$ cat config.mk
export PLATFORM = sky130hd
export DESIGN_NAME = p1g_port
export DESIGN_NICKNAME = d
export VERILOG_FILES = /design/src/p1g_pkg.sv /design/src/p1g_cfg_if.sv /design/src/p1g_pin_mux.sv /design/src/p1g_port.sv
export SDC_FILE = /design/constraint.sdc
export NUM_CORES = 1
export LEC_CHECK = 0
export BUFFER_PORTS_ARGS = -buffer_cell sky130_fd_sc_hd__buf_4
export CORE_MARGIN = 4
export CORE_UTILIZATION = 45
export CTS_BUF_LIST = sky130_fd_sc_hd__clkbuf_8
export DETAILED_ROUTE_END_ITERATION = 8
export HOLD_SLACK_MARGIN = 0.02
export PLACE_DENSITY_LB_ADDON = 0.3
export SYNTH_ARGS = -nofsm -noshare
export SYNTH_HDL_FRONTEND = slang
export SYNTH_HIERARCHICAL = 1
export SYNTH_SLANG_ARGS = --single-unit
$ cat constraint.sdc
create_clock -name clk -period 4.6 [get_ports clk]
set_input_delay 1.15 -clock clk [delete_from_list [all_inputs] [get_ports clk]]
set_output_delay 1.15 -clock clk [all_outputs]
set_load 0.005 [all_outputs]
$ cat src/p1g_pkg.sv
package p1g_pkg;
    // Port geometry
    localparam int PORT_WIDTH = 8;
    // Register byte addresses
    localparam logic [15:0] ADDR_OUTPUT_LATCH = 16'hFFD4;
    localparam logic [15:0] ADDR_DIRECTION = 16'hFFE4;
    localparam logic [15:0] ADDR_PULLUP = 16'hFFED;
    localparam logic [15:0] ADDR_FUNC_SELECT = 16'hFFFC;
    localparam logic [15:0] ADDR_ANALOG_PORT = 16'hFFDD;
    localparam logic [15:0] ADDR_ALT_STATUS = 16'hFFDE;
    // Reset values
    localparam logic [7:0] RST_OUTPUT_LATCH = 8'h00;
    localparam logic [7:0] RST_DIRECTION = 8'h00;
    localparam logic [7:0] RST_PULLUP = 8'h00;
    localparam logic [7:0] RST_FUNC_SELECT = 8'h04;
    // Fixed bits of the pin-function register
    localparam logic [7:0] FUNC_FIXED_MASK = 8'h0E;
    localparam logic [7:0] FUNC_FIXED_VALUE = 8'h04;
    // Pin-function bits that hand a pin to an alternate function
    localparam logic [7:0] FUNC_ALT_MASK = 8'hF1;
    // Alternate functions that drive the pin (bit 4 and bit 0)
    localparam logic [7:0] ALT_OUTPUT_MASK = 8'h11;
    localparam int FUNC_EXT_INTERRUPT_3_SELECT_BIT = 7;
    localparam int FUNC_EXT_INTERRUPT_1_SELECT_BIT = 5;
    localparam int FUNC_PWM_BIT = 4;
    localparam int FUNC_CLKOUT_BIT = 0;
    // Read answers
    localparam logic [7:0] DIRECTION_READ = 8'hFF;
    localparam logic [7:0] UNMAPPED_READ = 8'h00;
    localparam logic [7:0] IDLE_READ = 8'h00;
endpackage

$ cat src/p1g_cfg_if.sv
`timescale 1ns/1ps
`default_nettype none
interface p1g_cfg_if;
    logic [7:0] latch;
    logic [7:0] dir;
    logic [7:0] pull;
    logic [7:0] funcSel;
    logic standby;
    logic pwmSrc;
    logic clkOutSrc;
    logic [7:0] altSel;
    logic [7:0] driveEn;
    logic [7:0] nextOut;
    logic [7:0] nextOe;
    logic [7:0] nextPull;
    modport regs (
        output latch, dir, pull, funcSel, standby, pwmSrc, clkOutSrc,
        input altSel, driveEn, nextOut, nextOe, nextPull
    );
    modport mux (
        input latch, dir, pull, funcSel, standby, pwmSrc, clkOutSrc,
        output altSel, driveEn, nextOut, nextOe, nextPull
    );
endinterface
`default_nettype wire

$ cat src/p1g_pin_mux.sv
`timescale 1ns/1ps
`default_nettype none
module p1g_pin_mux (
    p1g_cfg_if.mux cfg // Configuration in, pin drive out
);
    // Alternate-output value for a pin
    function automatic logic [7:0] alt_value(input logic pwm, input logic clk);
        logic [7:0] v;
        v = 8'h00;
        v[p1g_pkg::FUNC_PWM_BIT] = pwm;
        v[p1g_pkg::FUNC_CLKOUT_BIT] = clk;
        return v;
    endfunction

    wire logic [7:0] gpioOe;
    wire logic [7:0] altOe;

    // General I/O only where the function register selects it
    assign cfg.altSel = cfg.funcSel & p1g_pkg::FUNC_ALT_MASK;
    assign gpioOe = cfg.dir & ~cfg.altSel;
    assign altOe = cfg.altSel & p1g_pkg::ALT_OUTPUT_MASK;
    assign cfg.driveEn = gpioOe | altOe;

    // Standby floats every pin; pull-ups stay as configured
    assign cfg.nextOe = cfg.standby ? 8'h00 : cfg.driveEn;
    assign cfg.nextOut = (cfg.latch & ~cfg.altSel)
        | (alt_value(cfg.pwmSrc, cfg.clkOutSrc) & altOe);
    // Pull-up only on a pin that is not driven
    assign cfg.nextPull = cfg.pull & ~cfg.driveEn;
endmodule
`default_nettype wire

$ cat src/p1g_port.sv
// The plain strobed port was left to the implementer.
`timescale 1ns/1ps
`default_nettype none
module p1g_port (
    input wire logic clk, // System clock, 40 MHz
    input wire logic rst_b, // Asynchronous reset, active low
    input wire logic [15:0] addr, // Register address
    input wire logic [7:0] wrData, // Write data
    input wire logic wrStrobe, // Write strobe
    input wire logic rdStrobe, // Read strobe
    output logic [7:0] rdData, // Read data, cycle after strobe
    input wire logic [7:0] pinIn, // Port pin levels
    output logic [7:0] pinOut, // Port pin output values
    output logic [7:0] pinOe, // Port pin output enables
    output logic [7:0] pinPullup, // Port pin pull-up enables
    input wire logic standby, // Standby mode request
    input wire logic pwmOut, // PWM source for pin 4
    input wire logic timerAClockOut, // Timer A clock for pin 0
    output logic [2:0] extIrqN, // Interrupt pins 3..1, active low
    input wire logic timerVSelect, // Timer V status selects match output
    input wire logic timerVMatchOut, // Timer V compare-match level
    output logic port7Bit6Out, // Port 7 bit 6 alternate value
    output logic port7Bit6AltSel, // Port 7 bit 6 under timer V
    input wire logic [1:0] timerXSelect, // Timer X output control, B and A
    input wire logic [1:0] timerXCompareOut, // Timer X compare B and A levels
    output logic [1:0] port8Out, // Port 8 bits 2 and 1 values
    output logic [1:0] port8AltSel, // Port 8 bits 2 and 1 under timer X
    input wire logic [7:0] analogPinIn, // Analog port pin levels
    output logic [7:0] analogToAdc // Analog inputs for the converter
);
    logic rstMeta;
    logic rstN;
    logic [7:0] latch;
    logic [7:0] dir;
    logic [7:0] pull;
    logic [7:0] funcSel;
    logic [7:0] pinSample;
    logic [7:0] analogSample;
    logic [7:0] next_rdData;

    p1g_cfg_if cfg ();

    // Reset release through two flip-flops
    always_ff @(posedge clk or negedge rst_b) begin
        if (!rst_b) begin
            rstMeta <= 1'b0;
            rstN <= 1'b0;
        end else begin
            rstMeta <= 1'b1;
            rstN <= rstMeta;
        end
    end

    // Address decode
    wire logic hitLatch = (addr == p1g_pkg::ADDR_OUTPUT_LATCH);
    wire logic hitDir = (addr == p1g_pkg::ADDR_DIRECTION);
    wire logic hitPull = (addr == p1g_pkg::ADDR_PULLUP);
    wire logic hitFunc = (addr == p1g_pkg::ADDR_FUNC_SELECT);
    wire logic hitAnalog = (addr == p1g_pkg::ADDR_ANALOG_PORT);
    wire logic hitStatus = (addr == p1g_pkg::ADDR_ALT_STATUS);

    // Port read: latch for outputs, sampled pin for inputs
    wire logic [7:0] portRead = (latch & dir)
        | (pinSample & ~dir);
    wire logic [7:0] funcRead = (funcSel & ~p1g_pkg::FUNC_FIXED_MASK)
        | p1g_pkg::FUNC_FIXED_VALUE;
    wire logic [7:0] statusRead = {3'b000, port8AltSel, port7Bit6AltSel, 2'b00};

    // Read data selection
    always_comb begin
        next_rdData = p1g_pkg::IDLE_READ;
        if (rdStrobe) begin
            case (1'b1)
                hitLatch: next_rdData = portRead;
                hitDir: next_rdData = p1g_pkg::DIRECTION_READ;
                hitPull: next_rdData = pull;
                hitFunc: next_rdData = funcRead;
                hitAnalog: next_rdData = analogSample;
                hitStatus: next_rdData = statusRead;
                default: next_rdData = p1g_pkg::UNMAPPED_READ;
            endcase
        end
    end

    // Output latch
    always_ff @(posedge clk or negedge rstN) begin
        if (!rstN) begin
            latch <= p1g_pkg::RST_OUTPUT_LATCH;
        end else if (wrStrobe && hitLatch) begin
            latch <= wrData;
        end
    end

    // Direction register
    always_ff @(posedge clk or negedge rstN) begin
        if (!rstN) begin
            dir <= p1g_pkg::RST_DIRECTION;
        end else if (wrStrobe && hitDir) begin
            dir <= wrData;
        end
    end

    // Pull-up enables
    always_ff @(posedge clk or negedge rstN) begin
        if (!rstN) begin
            pull <= p1g_pkg::RST_PULLUP;
        end else if (wrStrobe && hitPull) begin
            pull <= wrData;
        end
    end

    // Pin-function register; fixed bits ignore writes
    always_ff @(posedge clk or negedge rstN) begin
        if (!rstN) begin
            funcSel <= p1g_pkg::RST_FUNC_SELECT;
        end else if (wrStrobe && hitFunc) begin
            funcSel <= (wrData & ~p1g_pkg::FUNC_FIXED_MASK)
                | p1g_pkg::FUNC_FIXED_VALUE;
        end
    end

    // Pin and analog sampling, read data
    always_ff @(posedge clk or negedge rstN) begin
        if (!rstN) begin
            pinSample <= 8'h00;
            analogSample <= 8'h00;
            rdData <= p1g_pkg::IDLE_READ;
        end else begin
            pinSample <= pinIn;
            analogSample <= analogPinIn;
            rdData <= next_rdData;
        end
    end

    // Configuration to the pin multiplexer
    assign cfg.latch = latch;
    assign cfg.dir = dir;
    assign cfg.pull = pull;
    assign cfg.funcSel = funcSel;
    assign cfg.standby = standby;
    assign cfg.pwmSrc = pwmOut;
    assign cfg.clkOutSrc = timerAClockOut;

    p1g_pin_mux pinMux (
        .cfg(cfg.mux)
    );

    // Interrupt pins pass the pin level only when selected
    wire logic [2:0] next_extIrqN =
        pinSample[p1g_pkg::FUNC_EXT_INTERRUPT_3_SELECT_BIT:p1g_pkg::FUNC_EXT_INTERRUPT_1_SELECT_BIT]
        | ~funcSel[p1g_pkg::FUNC_EXT_INTERRUPT_3_SELECT_BIT:p1g_pkg::FUNC_EXT_INTERRUPT_1_SELECT_BIT];

    // Registered pin drive; reset floats all eight pins
    always_ff @(posedge clk or negedge rstN) begin
        if (!rstN) begin
            pinOut <= 8'h00;
            pinOe <= 8'h00;
            pinPullup <= 8'h00;
            extIrqN <= 3'b111;
        end else begin
            pinOut <= cfg.nextOut;
            pinOe <= cfg.nextOe;
            pinPullup <= cfg.nextPull;
            extIrqN <= next_extIrqN;
        end
    end

    // Port 7 and port 8 alternate outputs, analog inputs for the converter
    always_ff @(posedge clk or negedge rstN) begin
        if (!rstN) begin
            port7Bit6Out <= 1'b0;
            port7Bit6AltSel <= 1'b0;
            port8Out <= 2'b00;
            port8AltSel <= 2'b00;
            analogToAdc <= 8'h00;
        end else begin
            port7Bit6Out <= timerVSelect & timerVMatchOut;
            port7Bit6AltSel <= timerVSelect;
            port8Out <= timerXSelect & timerXCompareOut;
            port8AltSel <= timerXSelect;
            analogToAdc <= analogSample;
        end
    end
endmodule
`default_nettype wire

==> flow_summary.ini <==
[run_status]
status = completed

[grt]
gr-total-overflow = 0
grt_pass1_wl_um = 12100
grt_antenna_before_repair = 0
first_global_vias = 2411
grt_use_total_pct = 17.8
grt_max_degree = 54

[floorplan]
die_w_um = 96.5
die-area_sq_mm = 0.00931
rows = 31
initial_core_util_pct = 47.3
io_pins = 102
die_y_um = 96.5
core-area_sq_mm = 0.00745

[critical_path]
worstPathMaxFanout = 8
endpoint_kind = flip-flop
crit_type = in -> reg
cp.required_ns = 4.84
cp.arrival_ns = 2.87
cp-start-kind = primary input

[sta]
fmax_ghz = 0.381
setup_violations = 0
min_period_ns = 2.63
hold_viol = 0
rsz0062_at_grt = false
tightest_slew_ns = 0.975
clock_skew_ns = 0.0101
period_share_pct = 57.1
slew_violations = 0
slew_headroom_pct = 34.5
tns_ns = 0
layout_setup_ws_ns = 1.97

[yosys]
yosysWarnings = 6
synthCells = 240
avgSynthCellArea_sq_um = 14.7
syn-cell-area_sq_mm = 0.00352
syn_nets = 293

[clock_tree]
clkTransAtPathRegs_ns = 0.09
cts_buffer_depth = 2
cts_made_buffers = 9
clk-insertion-delay-late_ns = 0.35
cts_hold_buf = 0
clock-sinks = 96
cts_root_buf = clkbuf_8
cts_resized = 0
cts_tree = built
cts_setup_buffers = 0
htreeDepth = 3

[placement]
placed_area_sq_mm = 0.00439
post-place-ws_ns = 1.61
numPortBuffers = 101
dp.final_hpwl_um = 5560
gp_congestion = 0.774

[final_layout]
fin_nets = 402
syn2layout_area_growth_pct = 31.2
final_util_pct = 62.1
n_antenna_cell = 0
drive_gt1_share_pct = 48.9
design_area_sq_mm = 0.00462

[pwr]
power_leakage_uw = 0.00230
p_per_area_mw_per_mm2 = 336
irDropWorstVdd_mv = 0.219

[routing]
num_vias = 2247
drt-pass1-iter-count = 4
wl_per_cell_um = 17.0
via_per_inst = 4.96
drt_wl_total_um = 7690
drc = 0
ant_nets = 0
drtIter0Drc = 47

[flow_run]
maxCapViolations = 0

[worst_hold_path]
worstHoldPathType = reg -> async
layout by cell type, fill, tap and decap left out:
| master | instances |
|---|---|
| nor2b_1 | 9 |
| nand3_2 | 1 |
| o21ai_0 | 7 |
| or4b_1 | 1 |
| a22oi_1 | 9 |
| clkinv_2 | 2 |
| mux2_2 | 39 |
| o41ai_1 | 1 |
| dfrtp_1 | 92 |
| or3_4 | 1 |
| o21a_1 | 1 |
| clkbuf_8 | 11 |
| bufinv_16 | 2 |
| nand2b_1 | 9 |
| and2_1 | 7 |
| buf_4 | 103 |
| nor2_1 | 9 |
| a222oi_1 | 1 |
| or2_4 | 2 |
| inv_1 | 2 |
| or2_2 | 1 |
| nand3b_1 | 2 |
| nand4b_1 | 3 |
| nor3_2 | 2 |
| nor2_4 | 1 |
| nor3_1 | 5 |
| dfrtp_4 | 1 |
| a21oi_1 | 10 |
| nand2_1 | 5 |
| nor2b_4 | 2 |
| dfstp_2 | 3 |
| nand4_1 | 3 |
| conb_1 | 1 |
| nor3_4 | 1 |
| a21o_1 | 3 |
| clkinv_4 | 1 |
| xnor2_1 | 1 |
area by class of cell:
cell class                 instances  area [sq um]
timing repair buffer             103           773
multi-input combinational        137          1080
sequential                        96          2410
clock inverter                     5          78.8
tap                               99           124
clock buffer                      11           151
fill                             596          2830
inverter                           2          7.51
per-layer routing:
layer	routed length, um	share of wire (%)	global-route usage, %	up-vias
met5	0	0	0	-
met4	74	0.96	4.56	0
met3	746	9.7	6.66	9
met2	3880	50	29.7	92
met1	2990	39	21.8	1089
li1	-	-	-	1057
per-stage QoR:
stage | std cells | total power (uW) | hold slack, ns
after global routing | 453 | 1620 | 0.374
after CTS | 453 | 1570 | 0.339
after floorplan | 240 | 905 | 0.331
after detailed placement | 437 | 968 | 0.329
after global placement | 437 | 965 | 0.330
final | 453 | 1550 | 0.315
path summary, 6_finish.rpt:
kind                                        endpoint  slack [ns]  cells past startpoint              start
min in group clk                      rstN$_DFF_PN0_        0.36                      0  rstMeta$_DFF_PN0_
setup reg to reg           analogSample[7]$_DFF_PN0_        3.25                      1     rstN$_DFF_PN0_
hold / removal              analogToAdc[1]$_DFF_PN0_        0.31                      0     rstN$_DFF_PN0_
max in group asynchronous  analogSample[7]$_DFF_PN0_        3.25                      1     rstN$_DFF_PN0_
setup / recovery              cfg.dir[7]$_DFFE_PN0P_        1.97                      4            addr[0]
hold reg to reg             analogToAdc[1]$_DFF_PN0_        0.31                      0     rstN$_DFF_PN0_
where the power goes:
group	internal, uW	switching (uW)	total (uW)	leakage, uW
Combinational	44.1	34.2	78.3	0.000916
Sequential	858	13.1	871	0.00126
Clock	335	270	604	0.000119
registers in the layout, summed over array words and instances (netlist names), 3 cells and up:
name,count
pinPullup,8
analogToAdc,8
pinOut,8
pinSample,8
rdData,8
cfg.pull,8
analogSample,8
cfg.latch,8
cfg.dir,8
pinOe,8
extIrqN,3
cfg.funcSel,5
worst max-delay path: stages:
cell and delay, ns:
buf_4 0.12, or4b_1 0.68, nor3_4 0.51, mux2_2 0.39
(Power assumes the default switching activity.)
